===== src/rtl/drvctl_pkg.sv =====
// Package for the driver mode and protection supervisor.
// Assumes a 40 MHz logic clock and a frame decoder that delivers complete 24-bit command words.
package drvctl_pkg;

    // ------------------------------------------------------------
    // Sizes and field positions
    // ------------------------------------------------------------
    localparam int unsigned NUM_OUT        = 11;
    localparam int unsigned WORD_W         = 24;
    localparam int unsigned MODE_BIT       = 23;
    localparam int unsigned SUPPLY_REC_BIT = 20;
    localparam logic [4:0]  FRAME_BITS     = 5'h18;

    // ------------------------------------------------------------
    // Timing: figures in ns, then cycles at 25 ns
    // ------------------------------------------------------------
    localparam int unsigned CLK_NS          = 25;
    localparam int unsigned WAKE_MAX_NS     = 300000;
    localparam int unsigned XFER_MAX_NS     = 4000;
    localparam int unsigned DIAG_MIN_NS     = 32000;
    localparam int unsigned OPEN_MIN_NS     = 1000000;
    localparam int unsigned WAKE_CYC        = WAKE_MAX_NS / CLK_NS;
    localparam int unsigned XFER_CYC        = XFER_MAX_NS / CLK_NS;
    localparam int unsigned DIAG_CYC        = (DIAG_MIN_NS + CLK_NS - 1) / CLK_NS;
    localparam int unsigned OPEN_CYC        = (OPEN_MIN_NS + CLK_NS - 1) / CLK_NS;
    localparam int unsigned CNT_W           = 16;

    // ------------------------------------------------------------
    // Reset values and types
    // ------------------------------------------------------------
    localparam logic [WORD_W-1:0] CMD_RESET  = 24'h00_0000;
    localparam logic [NUM_OUT-1:0] OUT_RESET = 11'h000;

    typedef enum logic [2:0] {
        ST_STANDBY = 3'b001,
        ST_WAKE    = 3'b010,
        ST_ACTIVE  = 3'b100
    } mode_state_t;

    // Raw analog comparator results
    typedef struct packed {
        logic [NUM_OUT-1:0] over_current;
        logic [NUM_OUT-1:0] open_load;
        logic               over_volt;
        logic               under_volt;
        logic               temp_warn;
        logic               therm_shut;
    } diag_raw_t;

    // Latched status
    typedef struct packed {
        logic [NUM_OUT-1:0] over_current;
        logic [NUM_OUT-1:0] open_load;
        logic               over_volt;
        logic               under_volt;
        logic               temp_warn;
        logic               therm_shut;
    } diag_stat_t;

endpackage : drvctl_pkg


===== src/rtl/persist_filter.sv =====
// Persistence filter: output rises once the input has stood high for LIMIT cycles in a row.
// Assumes the input is already synchronous to core_clk.
module persist_filter
    import drvctl_pkg::*;
#(
    parameter int unsigned LIMIT = 4
) (
    // Clock and reset
    input  wire logic core_clk,
    input  wire logic rst,
    // Condition
    input  wire logic cond_in,
    output logic      cond_ok
);
    localparam logic [CNT_W-1:0] LIM = CNT_W'(LIMIT - 1);
    logic [CNT_W-1:0] count_reg;

    // A gap restarts the count, so only a continuous condition passes
    always_ff @(posedge core_clk) begin
        if (rst || !cond_in) begin
            count_reg <= '0;
            cond_ok   <= 1'b0;
        end else if (count_reg == LIM) begin
            cond_ok   <= 1'b1;
        end else begin
            count_reg <= count_reg + 1'b1;
        end
    end

    hold_a: assert property (@(posedge core_clk) disable iff (rst)
        !cond_in |=> !cond_ok) else $error("filter output without condition");
endmodule : persist_filter


===== src/rtl/drvctl_top.sv =====
// Mode control, wake timing, diagnostic latching and output protection for an 11-output driver.
// Assumes: frame decoder gives word, bit count and select_low_pin-rise pulse on core_clk;
// rst is the internal power-on reset; raw diagnostics come from asynchronous comparators.
// Functional notes
// - Clearing command bit 23 puts the device into standby.
// - Standby clears latched data and floats inputs and outputs.
// - Setting command bit 23 switches the device to active mode.
// - Leaving standby, drivers enable within 300 us after select rises.
// - Active-mode command is transferred within 4 us of select rising.
// - Logic supply rising from undervoltage initialises all logic by reset; the synchronisers and diagnostic filters are reset by rst only.
// - Logic supply below threshold floats outputs and clears status.
// - Diagnostics must persist 32 us, open load 1 ms, before flagging.
// - Open load and temperature warning never change driver state.
// - Overload disables its driver; thermal shutdown disables all drivers.
// - Without recovery bit, overloaded driver stays off until status cleared.
// - Supply over or undervoltage floats all eleven power outputs.
// - With bit 20 clear, outputs return automatically after supply fault.
// - With bit 20 set, no automatic return after supply fault.
// - Only frames of exactly 24 clocks are written; others discarded.
// - After thermal shutdown, restart needs cool-down and cleared status.
module drvctl_top
    import drvctl_pkg::*;
(
    // Clock and reset
    input  wire logic               core_clk,
    input  wire logic               rst,
    // Frame decoder
    input  wire logic               frame_end,
    input  wire logic [4:0]         frame_bits,
    input  wire logic [WORD_W-1:0]  frame_word,
    // Controller status clears and recovery enables
    input  wire logic [NUM_OUT-1:0] clr_over_current,
    input  wire logic               clr_supply,
    input  wire logic               clr_therm,
    input  wire logic [NUM_OUT-1:0] oc_recovery,
    // Raw conditions from asynchronous comparators
    input  wire diag_raw_t          diag_raw,
    input  wire logic               logic_uv,
    // Outputs
    output logic [NUM_OUT-1:0]      drive_on,
    output logic [NUM_OUT-1:0]      drive_oe,
    output logic                    inputs_en,
    output logic                    active_mode,
    output logic [WORD_W-1:0]       cmd_reg,
    output diag_stat_t              status_reg
);
    // ------------------------------------------------------------
    // Synchronisers
    // ------------------------------------------------------------
    localparam int unsigned RAW_W = $bits(diag_raw_t);
    logic [RAW_W:0] sync1_reg;
    logic [RAW_W:0] sync2_reg;
    diag_raw_t      raw_s;
    logic           logic_uv_s;

    always_ff @(posedge core_clk) begin
        if (rst) begin
            sync1_reg <= '0;
            sync2_reg <= '0;
        end else begin
            sync1_reg <= {logic_uv, diag_raw};
            sync2_reg <= sync1_reg;
        end
    end
    assign raw_s      = diag_raw_t'(sync2_reg[RAW_W-1:0]);
    assign logic_uv_s = sync2_reg[RAW_W];

    // ------------------------------------------------------------
    // Diagnostic filters
    // ------------------------------------------------------------
    diag_raw_t filt;
    genvar g;
    generate
        for (g = 0; g < NUM_OUT; g++) begin : g_out
            persist_filter #(.LIMIT(DIAG_CYC)) u_oc (
                .core_clk(core_clk), .rst(rst), .cond_in(raw_s.over_current[g]),
                .cond_ok(filt.over_current[g]));
            persist_filter #(.LIMIT(OPEN_CYC)) u_ol (
                .core_clk(core_clk), .rst(rst), .cond_in(raw_s.open_load[g]),
                .cond_ok(filt.open_load[g]));
        end
        for (g = 0; g < 4; g++) begin : g_glb
            persist_filter #(.LIMIT(DIAG_CYC)) u_f (
                .core_clk(core_clk), .rst(rst), .cond_in(raw_s[g]), .cond_ok(filt[g]));
        end
    endgenerate

    // ------------------------------------------------------------
    // Command acceptance and mode machine
    // ------------------------------------------------------------
    mode_state_t       state_reg;
    logic [CNT_W-1:0]  wake_reg;
    logic              good_frame;
    // Ends two cycles early: the state register and the output register follow it,
    // so the drivers come on one cycle inside the wake limit after the frame ends
    localparam logic [CNT_W-1:0] WAKE_LAST = CNT_W'(WAKE_CYC - 3);

    assign good_frame = frame_end && (frame_bits == FRAME_BITS);

    // Word is taken the cycle after select rises, well inside the transfer window
    always_ff @(posedge core_clk) begin
        if (rst || logic_uv_s) begin
            cmd_reg <= CMD_RESET;
        end else if (good_frame) begin
            cmd_reg <= frame_word;
        end else if (state_reg == ST_STANDBY) begin
            cmd_reg <= CMD_RESET;
        end
    end

    always_ff @(posedge core_clk) begin
        if (rst || logic_uv_s) begin
            state_reg <= ST_STANDBY;
            wake_reg  <= '0;
        end else begin
            case (state_reg)
                ST_STANDBY: begin
                    wake_reg <= '0;
                    if (good_frame && frame_word[MODE_BIT]) state_reg <= ST_WAKE;
                end
                ST_WAKE: begin
                    wake_reg <= wake_reg + 1'b1;
                    if (good_frame && !frame_word[MODE_BIT]) state_reg <= ST_STANDBY;
                    else if (wake_reg == WAKE_LAST) state_reg <= ST_ACTIVE;
                end
                ST_ACTIVE: begin
                    if (good_frame && !frame_word[MODE_BIT]) state_reg <= ST_STANDBY;
                end
                default: state_reg <= ST_STANDBY;
            endcase
        end
    end

    // ------------------------------------------------------------
    // Status latches: a new event beats a clear in the same cycle
    // ------------------------------------------------------------
    logic stb;
    assign stb = (state_reg == ST_STANDBY);

    always_ff @(posedge core_clk) begin
        if (rst || logic_uv_s || stb) begin
            status_reg <= '0;
        end else begin
            status_reg.over_current <= filt.over_current | (status_reg.over_current & ~clr_over_current);
            status_reg.open_load    <= filt.open_load | status_reg.open_load;
            status_reg.over_volt    <= filt.over_volt | (status_reg.over_volt & ~clr_supply);
            status_reg.under_volt   <= filt.under_volt | (status_reg.under_volt & ~clr_supply);
            status_reg.temp_warn    <= filt.temp_warn | status_reg.temp_warn;
            status_reg.therm_shut   <= filt.therm_shut | (status_reg.therm_shut & ~clr_therm);
        end
    end

    // ------------------------------------------------------------
    // Output gating
    // ------------------------------------------------------------
    // Open load and warning are left out of this mask on purpose
    logic [NUM_OUT-1:0] oc_block;
    logic               supply_now;
    logic               supply_block;
    logic               all_block;
    assign supply_now   = filt.over_volt | filt.under_volt;
    assign supply_block = supply_now | (cmd_reg[SUPPLY_REC_BIT] &
                          (status_reg.over_volt | status_reg.under_volt));
    assign oc_block     = filt.over_current | (status_reg.over_current & ~oc_recovery);
    assign all_block    = filt.therm_shut | status_reg.therm_shut;

    always_ff @(posedge core_clk) begin
        if (rst || logic_uv_s) begin
            drive_on    <= OUT_RESET;
            drive_oe    <= OUT_RESET;
            inputs_en   <= 1'b0;
            active_mode <= 1'b0;
        end else begin
            active_mode <= (state_reg == ST_ACTIVE);
            inputs_en   <= !stb;
            if (state_reg != ST_ACTIVE || supply_block || all_block) begin
                drive_on <= OUT_RESET;
                drive_oe <= OUT_RESET;
            end else begin
                drive_oe <= ~oc_block;
                drive_on <= cmd_reg[NUM_OUT-1:0] & ~oc_block;
            end
        end
    end

    // ------------------------------------------------------------
    // Checks
    // ------------------------------------------------------------
    // Cycles spent waking; a counter because the window is far too long for a delay range
    logic [CNT_W-1:0]   wake_wait_reg;
    logic [NUM_OUT-1:0] oc_latched_off;
    logic [NUM_OUT-1:0] cmd_drive_bits;
    assign oc_latched_off = status_reg.over_current & ~oc_recovery;
    assign cmd_drive_bits = cmd_reg[NUM_OUT-1:0];

    always_ff @(posedge core_clk) begin
        if (rst || logic_uv_s || stb || active_mode) begin
            wake_wait_reg <= '0;
        end else if (wake_wait_reg != '1) begin
            wake_wait_reg <= wake_wait_reg + 1'b1;
        end
    end

    bad_frame_a: assert property (@(posedge core_clk) disable iff (rst || logic_uv_s)
        (frame_end && frame_bits != FRAME_BITS) |=> $stable(cmd_reg) || $past(stb))
        else $error("short or long frame changed command");
    wake_time_a: assert property (@(posedge core_clk) disable iff (rst || logic_uv_s)
        wake_wait_reg < CNT_W'(WAKE_CYC))
        else $error("wake delay exceeded");
    standby_a: assert property (@(posedge core_clk) disable iff (rst)
        (state_reg == ST_ACTIVE && good_frame && !frame_word[MODE_BIT]) |=> ##1 drive_oe == '0)
        else $error("outputs not floated in standby");
    cmd_load_a: assert property (@(posedge core_clk) disable iff (rst || logic_uv_s)
        good_frame |=> cmd_reg == $past(frame_word))
        else $error("command not transferred");
    supply_off_a: assert property (@(posedge core_clk) disable iff (rst)
        supply_now |=> drive_oe == '0) else $error("outputs live in supply fault");
    therm_off_a: assert property (@(posedge core_clk) disable iff (rst)
        status_reg.therm_shut |=> drive_on == '0) else $error("driver on after shutdown");
    uv_clear_a: assert property (@(posedge core_clk) disable iff (rst)
        logic_uv_s |=> status_reg == '0 && drive_oe == '0) else $error("logic uv not cleared");
    oc_stay_a: assert property (@(posedge core_clk) disable iff (rst)
        oc_latched_off != '0 |=> (drive_on & $past(oc_latched_off)) == '0)
        else $error("overloaded driver restarted");
    warn_free_a: assert property (@(posedge core_clk) disable iff (rst || logic_uv_s)
        (state_reg == ST_ACTIVE && !supply_block && !all_block && oc_block == '0 && $stable(cmd_reg))
        |=> drive_on == $past(cmd_drive_bits)) else $error("warning changed outputs");

    wake_c:   cover property (@(posedge core_clk) $rose(active_mode));
    oc_c:     cover property (@(posedge core_clk) $rose(|status_reg.over_current));
    supply_c: cover property (@(posedge core_clk) $rose(status_reg.under_volt));
    therm_c:  cover property (@(posedge core_clk) $fell(status_reg.therm_shut));
endmodule : drvctl_top


===== config.mk =====
export PLATFORM = sky130hd
export DESIGN_NAME = drvctl_top
export DESIGN_NICKNAME = d
export VERILOG_FILES = /design/src/rtl/drvctl_pkg.sv /design/src/rtl/persist_filter.sv /design/src/rtl/drvctl_top.sv
export SDC_FILE = /design/constraint.sdc
export NUM_CORES = 1
export LEC_CHECK = 0
export ABC_AREA = 1
export BUFFER_PORTS_ARGS = -buffer_cell sky130_fd_sc_hd__buf_2
export CAP_MARGIN = 30
export CORE_MARGIN = 5
export CORE_UTILIZATION = 30
export DETAILED_ROUTE_END_ITERATION = 7
export PLACE_DENSITY_LB_ADDON = 0.25
export RECOVER_POWER = 50
export SETUP_SLACK_MARGIN = 0.5
export SLEW_MARGIN = 20
export SYNTH_ARGS = -nofsm -noshare
export SYNTH_HDL_FRONTEND = slang
export SYNTH_SLANG_ARGS = --single-unit

===== constraint.sdc =====
create_clock -name core_clk -period 1.74 [get_ports core_clk]
set_input_delay 0.174 -clock core_clk [delete_from_list [all_inputs] [get_ports core_clk]]
set_output_delay 0.174 -clock core_clk [all_outputs]
set_load 0.005 [all_outputs]

==> metrics, run 1 <==
fin crit period between 1500 and 2000 ps; Place WS approximately 260 ps; Fill cells between 8000 and 9000; clk sinks between 500 and 600; area growth from synthesis to layout 50.9%; outcome complete, no violations; Setup WS post-layout ~210 ps; Clock Pin Slew Worst Setup and Hold Paths ~60 ps; first-pass GRT wire length between 100000 and 150000 um; core area between 80000 and 90000 sq um; cell count after synthesis between 3000 and 4000; Worst EP required 2260 ps; htree depth 3; r2r setup slk 210 ps; cts bufs inserted 72; actual slew at the worst max-slew pin roughly 1300 ps; CTS tree done; Root Driver clkbuf_16; number of synthesized flops with an enable pin 0; die width about 310 um; Synth area leader dfxtp_1; dpl hpwl ~45000 um; minimum hold slack between 30 and 40 ps; Slew headroom 0.137; multi-input logic area around 16000 sq um; io pins approximately 160; Final Hold Fails 0; die area 93900 sq um; Post-synth ARST share 0; vias ~26000; Max Freq 655 MHz; Worst VDD drop approximately 0.00073 V; Core Rows 108; Layout Nets approximately 4400; DRC Markers 0; Clk Latency, worst-skew pair 620 ps; Clock Skew approximately 34 ps; unrepaired setup endpoints after global routing true; GPL Wtd Cong about 0.84; Setup Viol. Count Final 0; sequential share of the synthesized area 0.447; fin util 0.457; Ys Warns 0; worst min path class in -> reg; CP endpoint g_glb[2].u_f.count_reg[7]$_SDFFE_PP0P_; drt first pass iters 7; Initial Util 0.303; MaxCap Viol Count 0; Commonest cells post-synth nand2_1, dfxtp_1, inv_1, nor2_1, a21oi_1; drt wl/cell between 10 and 15 um; FF+latch count, synth between 500 and 600; Crit Reg-Reg Endpoint g_glb[2].u_f.count_reg[7]$_SDFFE_PP0P_; cell with the most instances after synthesis nand2_1; Max Root-Sink Buffers 3; Die Ht 306 um; DR iter-0 viols 1283; # port buffers ~160; Leakage around 0.015 uW; Critical Path AT slightly above 2000 ps; Worst setup startpoint g_glb[2].u_f.count_reg[4]$_SDFFE_PP0P_; Max FO, Critical Path 6; cell area power density between 700 and 800 nW/um^2; Synth Cell Area roughly 26000 sq um; antenna viol nets, final 0; dpl cells between 4000 and 5000; Final Cycle Share 0.877; Mapped Nets between 3000 and 4000; kind of critical path reg -> reg; vias per inst 4.67; vias in the first global route between 20000 and 25000; Synth top area share 0.447; ys flop type dfxtp_1; GRT Overall Usage 0.142; Critical Path End Type register; Routed WL ~74000 um; ranking of synthesized cells by area dfxtp_1, nand2_1, inv_1; register area about 12000 sq um; gr ovfl total 0; CTS Hold Bufs between 70 and 80; Startpoint Class register; initial antenna violation count 1; syn_area_per_cell 7.26 sq um; Final Max Slew Viols 0; Post-Route Setup TNS 0 ps; share of cells above drive strength 1 0.397; r2r startpoint g_glb[2].u_f.count_reg[4]$_SDFFE_PP0P_; worst r2r path cells 6; post-synthesis cell type count 48; Non-Filler Instances around 5500; largest net degree at the start of global routing 35
## layer usage
layer  GRT usage  routed length (um)  share of wire
met1       0.186               33800           0.45
met2       0.240               36200           0.49
met3      0.0320                3040          0.041
met4      0.0359                1470          0.020
met5           0                   0              0
## per-stage QoR
stage | total power, uW | instance area, sq um
after global routing | 31500 | 39800
after global placement | 14400 | 29500
after CTS | 30900 | 36500
final | 30400 | 39800
after floorplan | 14200 | 27100
after detailed placement | 14400 | 29500
## critical path, cell delays in order (launching register included)
cell      delay (ps)
dfxtp_4          370
nand3_4          110
nor3_4           220
clkbuf_1         230
nand2_1          250
a21oi_2          180
nor2_1            40
## report_power, final
group,internal [uW],total [uW],switching (uW)
Combinational,377,829,452
Sequential,13400,13500,46.6
Clock,9920,16100,6160
Total,23700,30400,6660
## layout by cell type, fill, tap and decap left out, drive strengths merged, types with 125 or more instances in the layout
master  synthesis  final
nand2         654    660
dfxtp         589    589
buf            44    531
inv           522    522
nor2          511    511
a21oi         303    303
nand3         228    228
nor3          160    160
nand4         155    155
o21ai         125    125
## worst min-delay path by stage
stage | startpoint | slack [ps] | endpoint | cells after the start
global route | oc_recovery[0] | 30 | drive_oe[0]$_SDFF_PP0_ | 4
global placement | diag_raw[7] | 380 | sync1_reg[7]$_SDFF_PP0_ | 3
CTS | rst | -160 | active_mode$_SDFF_PP0_ | 4
floorplan | diag_raw[0] | 280 | sync1_reg[0]$_SDFF_PP0_ | 2
detailed placement | diag_raw[15] | 380 | sync1_reg[15]$_SDFF_PP0_ | 3
finish | rst | 30 | active_mode$_SDFF_PP0_ | 4
## layout make-up
cell class | instances | share of cell area
Multi-Input combinational cell | 2469 | 0.403
Timing Repair inverter | 4 | 0.00110
Clock inverter | 31 | 0.0105
Inverter | 525 | 0.0521
Clock buffer | 100 | 0.0544
Antenna cell | 1 | 0.0000629
Tap cell | 1155 | 0.0364
Timing Repair Buffer | 621 | 0.130
Sequential cell | 589 | 0.313
## kinds of logic after synthesis
kind of cell             after synthesis  synth area share
AO/OA/AOI/OAI                        535             0.108
XOR/XNOR                              89            0.0296
adder cells (fa/ha/maj)               28            0.0133
buffers and inverters                576            0.0852
flip-flops                           589             0.447
AND/OR/NAND/NOR                     1811             0.317
## what timing repair did
item                                    CTS  global route
endpoints found under the hold margin    79             1
gates cloned                             10             3
endpoints found under the setup margin  518           536
gates resized for setup                 642           827
setup buffers                           186           147
pin swaps                               197           321
(Power assumes the default switching activity.)
==> run 2: changes to the inputs <==
Settings changed: CORE_UTILIZATION 30 to 50.
Clock period 1.74 ns to 1.7 ns, I/O delays scaled along.
==> metrics, run 2 (same netlist as run 1, synthesis figures left out) <==
Bufs and invs on worst path 2; Comb pwr share 0.028; Worst setup startpoint g_out[0].u_oc.count_reg[0]$_SDFFE_PP0P_; most common cell after layout, fill and taps aside nand2_1; share of cells above drive strength 1 0.413; cell area power density roughly 740 nW/um^2; first-pass GRT wire length 115000 um; Slew headroom 0.0335; Root Driver clkbuf_16; Clock Skew between 20 and 25 ps; Initial Util 0.503; area growth from synthesis to layout 50.8%; vias approximately 28000; Final Max Slew Viols 0; most frequent cells in the layout nand2_1, inv_1, nor2_1; worst min path class in -> reg; # port buffers between 150 and 200; slowest CP cell dfxtp_1; GPL Wtd Cong approximately 0.91; Cells on Worst Hold Path 4; Max Root-Sink Buffers 3; register area roughly 12000 sq um; Power Internal 23100 uW; Worst VDD drop between 0.0007 and 0.0008 V; Clock Pin Slew Worst Setup and Hold Paths about 60 ps; Crit Reg-Reg Endpoint g_out[0].u_oc.count_reg[0]$_SDFFE_PP0P_; minimum hold slack -71.5 ps; drt wl/cell about 17 um; clock network power share 0.506; Layout Nets between 4000 and 5000; worst hold endpoint active_mode$_SDFF_PP0_; die width 240 um; total power just under 30000 uW; Post-Route Setup TNS 0 ps; largest delay contributor family on the critical path flip-flops; GRT Overall Usage 0.232; worst r2r path cells 8; Startpoint Class register; Final Cycle Share 0.915; dpl hpwl 41000 um; outcome finished with violations; Die Ht between 200 and 250 um; r2r setup slk roughly 140 ps; Critical Path AT around 2100 ps; kind of critical path reg -> reg; vias in the first global route around 25000; gr ovfl total 0; unrepaired setup endpoints after global routing true; HP Start rst; Fill cells roughly 3300; DRC Markers 0; die area roughly 57000 sq um; Core Rows 84; Worst EP required 2220 ps; htree depth 3; cell area after layout 39800 sq um; DR iter-0 viols slightly below 2000; MaxCap Viol Count 0; actual slew at the worst max-slew pin between 1000 and 1500 ps; CP max stage delay around 420 ps; Critical Path End Type register; CTS tree done; Area after DPL ~29000 sq um; Clk Latency, worst-skew pair around 600 ps; failing checks hold timing; switching power total ~6400 uW; Net Sw Frac 0.216; drt first pass iters 6; multi-input logic area between 15000 and 20000 sq um; initial antenna violation count 0; cts bufs inserted between 60 and 70; Final Hold Fails 1; Setup WS post-layout ~140 ps; Leakage roughly 0.015 uW; core area 52300 sq um; Routed WL approximately 84000 um; largest net degree at the start of global routing 55; CP dominant cell by count nand2_4; vias per inst between 5 and 6; worst path cell trace ha_4 > nand2_4 > nor3_4 > buf_4 > buf_6 > nand2_4 > a21oi_2 > o21a_1; clk sinks roughly 590; Max Freq 643 MHz; antenna viol nets, final 0; Seq pwr share 0.466; Setup Viol. Count Final 0; fin crit period 1560 ps; CTS Hold Bufs ~70; r2r startpoint g_out[0].u_oc.count_reg[0]$_SDFFE_PP0P_; Place WS 206 ps; Max FO, Critical Path 4; io pins 157
-- run 2: cell types whose count changed in the layout (fill, tap and decap cells not counted), moves of 13 or more --
cell     delta
buf_6      +22
o21ai_2    +13
dfxtp_1    +30
a31oi_1    -13
dfxtp_2    -37
buf_4      +34
inv_1      -20
o21ai_0    -15
-- run 2: final cells by class --
cell class                      count  share of cell area
Timing Repair Buffer              671               0.139
Multi-Input combinational cell   2471               0.416
Tap cell                          688              0.0217
Inverter                          525              0.0530
Clock inverter                     27             0.00759
Sequential cell                   589               0.312
Clock buffer                       88              0.0496
Antenna cell                        1           0.0000630
Timing Repair inverter              2            0.000378
-- run 2: what timing repair did --
action,4_1_cts,5_1_grt
setup endpoints to repair,535,551
gates cloned,10,0
buffers inserted,223,176
pin swaps,235,344
resized for setup,708,874
hold endpoints to repair,75,1
-- run 2: power by group through the flow --
stage	logic [uW]	registers (uW)	clock network, uW
6_report	823	13800	14900
5_1_grt	883	13800	15700
4_1_cts	723	13800	15100
3_5_place_dp	513	14200	0
3_3_place_gp	510	14200	0
2_1_floorplan	278	14200	0
-- run 2: metal layers --
| metal | vias to the layer above | part of all wire | wire, um | GRT usage |
|---|---|---|---|---|
| met5 | - | 0 | 0 | 0 |
| met4 | 0 | 0.036 | 3010 | 0.0899 |
| met3 | 250 | 0.059 | 4950 | 0.0436 |
| met2 | 1026 | 0.51 | 42700 | 0.397 |
| met1 | 13200 | 0.40 | 33800 | 0.292 |
| li1 | 13400 | - | - | - |
-- run 2: worst reg2reg max path: cells and delay by family, from the launching register on --
kind	cells	cell delay [ps]
AO/OA/AOI/OAI	2	290
adder cells (fa/ha/maj)	1	200
buffers and inverters	2	240
AND/OR/NAND/NOR	3	350
flip-flops	1	420
-- run 2: through the flow --
step	cells	utilization
3_3_place_gp	4466	0.555
6_report	5062	0.759
2_1_floorplan	3628	-
4_1_cts	4885	0.688
5_1_grt	5061	0.759
3_5_place_dp	4466	0.555
-- run 2: worst max path at each step --
stage / to / cells after the start / slack [ps]
after floorplan: g_glb[2].u_f.count_reg[7]$_SDFFE_PP0P_ / 7 / 360
after global placement: g_out[7].u_oc.count_reg[0]$_SDFFE_PP0P_ / 7 / 260
after detailed placement: g_out[10].u_oc.count_reg[5]$_SDFFE_PP0P_ / 9 / 210
after CTS: g_out[10].u_oc.count_reg[7]$_SDFFE_PP0P_ / 10 / 300
after global routing: g_out[4].u_oc.count_reg[6]$_SDFFE_PP0P_ / 6 / 40
final: g_out[0].u_oc.count_reg[0]$_SDFFE_PP0P_ / 8 / 140
==> run 3: changes to the inputs <==
Settings changed: CORE_MARGIN 5 to 4.
==> metrics, run 3 (same netlist as run 1, synthesis figures left out) <==
area growth from synthesis to layout 52.3%; share of cells above drive strength 1 0.427; Fill cells around 3100; worst path cell trace nand3_4 > nor2_1 > nand4_4 > nor2_1 > nand3_1 > nand2_1 > nor2_1; vias in the first global route between 20000 and 30000; clk sinks a little under 600; most frequent cells in the layout nand2_1, inv_1, nor2_1; # port buffers ~160; vias per inst 5.56; htree depth 2; Root Driver clkbuf_16; core area between 50000 and 60000 sq um; DR iter-0 viols 2000; Final Hold Fails 0; Non-Filler Instances 5081; Startpoint Class register; outcome complete, no violations; fin crit period 1590 ps; io pins 157; dpl hpwl roughly 40000 um; Layout Nets 4460; Post-Route Setup TNS 0 ps; CP dominant cell by count nor2_1; Slew headroom 0.0652; Worst VDD drop 0.000841 V; actual slew at the worst max-slew pin around 1400 ps; most common cell after layout, fill and taps aside nand2_1; drt wl/cell 17.1 um; register area approximately 12000 sq um; Clock Pin Slew Worst Setup and Hold Paths 70 ps; vias 28200; MaxCap Viol Count 0; dpl cells 4459; Final Cycle Share 0.933; Core Rows 83; Critical Path AT 2100 ps; Die Ht 238 um; Final Max Slew Viols 0; Clk Latency, worst-skew pair ~630 ps; largest net degree at the start of global routing 53; multi-input logic area 16700 sq um; gr ovfl total 0; Bufs and invs on worst path 0; die area 56400 sq um; unrepaired setup endpoints after global routing true; CTS tree done; die width about 240 um; Critical Path End Type register; Setup Viol. Count Final 0; Leakage approximately 0.015 uW; cts bufs inserted 60; DRC Markers 0; largest delay contributor family on the critical path simple AND/OR/NAND/NOR gates; drt first pass iters 6; CP max stage delay about 390 ps; GRT Overall Usage 0.239; worst min path class in -> reg; first-pass GRT wire length roughly 120000 um; Routed WL slightly below 90000 um; initial antenna violation count 2; Worst EP required 2220 ps; Initial Util 0.510; ANT cells 0; Max Root-Sink Buffers 3; Max Freq ~630 MHz; cell area power density slightly above 700 nW/um^2; kind of critical path reg -> reg; Clock Skew approximately 17 ps; antenna viol nets, final 0; slowest CP cell dfxtp_4; Max FO, Critical Path 5; Worst setup startpoint g_out[7].u_oc.count_reg[1]$_SDFFE_PP0P_; HP Start oc_recovery[7]; r2r startpoint g_out[7].u_oc.count_reg[1]$_SDFFE_PP0P_; GPL Wtd Cong just under 0.9
[run 3: stage by stage]
step	power, uW	area, sq um	hold slack, ps	setup WS [ps]	util
detailed placement	14700	29100	376	231	0.562
finish	29000	40100	14.2	114	0.776
CTS	28900	36000	2.40	328	0.697
global route	29700	40100	18.5	55.2	0.776
floorplan	14500	27300	277	361	-
global placement	14700	29100	371	238	0.562
[run 3: what timing repair did]
action                     in CTS  in global routing
pin swaps                     237                383
gates resized for setup       744                994
hold buffers                   75                  0
hold endpoints to repair       82                  0
cloned                         10                  4
setup endpoints to repair     538                585
setup buffers                 225                194
[run 3: routing by layer]
layer / share of wire / wire length [um] / GRT usage
met1: 0.39 / 34100 / 0.296
met2: 0.50 / 44000 / 0.420
met3: 0.060 / 5240 / 0.0405
met4: 0.043 / 3770 / 0.0837
met5: 0.00015 / 13 / 0
[run 3: final cells by class]
type                       instances  area share
timing repair buffer             698       0.145
tap                              680      0.0212
clock inverter                    34      0.0104
multi-input combinational       2472       0.417
clock buffer                      80      0.0433
inverter                         525      0.0523
sequential                       589       0.310
timing repair inverter             3    0.000967
[run 3: final timing paths]
| check | end | slack (ps) | depth (start not counted) |
|---|---|---|---|
| max | g_out[7].u_oc.count_reg[13]$_SDFFE_PP0P_ | 110 | 7 |
| min | drive_oe[7]$_SDFF_PP0_ | 10 | 4 |
| max reg2reg | g_out[7].u_oc.count_reg[13]$_SDFFE_PP0P_ | 110 | 7 |
| min reg2reg | sync2_reg[0]$_SDFF_PP0_ | 410 | 2 |
[run 3: worst min-delay path, cell delays in order]
cell	delay, ps
buf_2	70
o21ai_0	80
buf_4	170
nor2_2	110
[run 3: report_power, final]
group / internal [uW] / total (uW) / switching [uW] / leakage (uW)
sequential: 13700 / 13700 / 53.3 / 0.00493
combinational: 388 / 909 / 521 / 0.00929
clock: 8430 / 14300 / 5880 / 0.00106
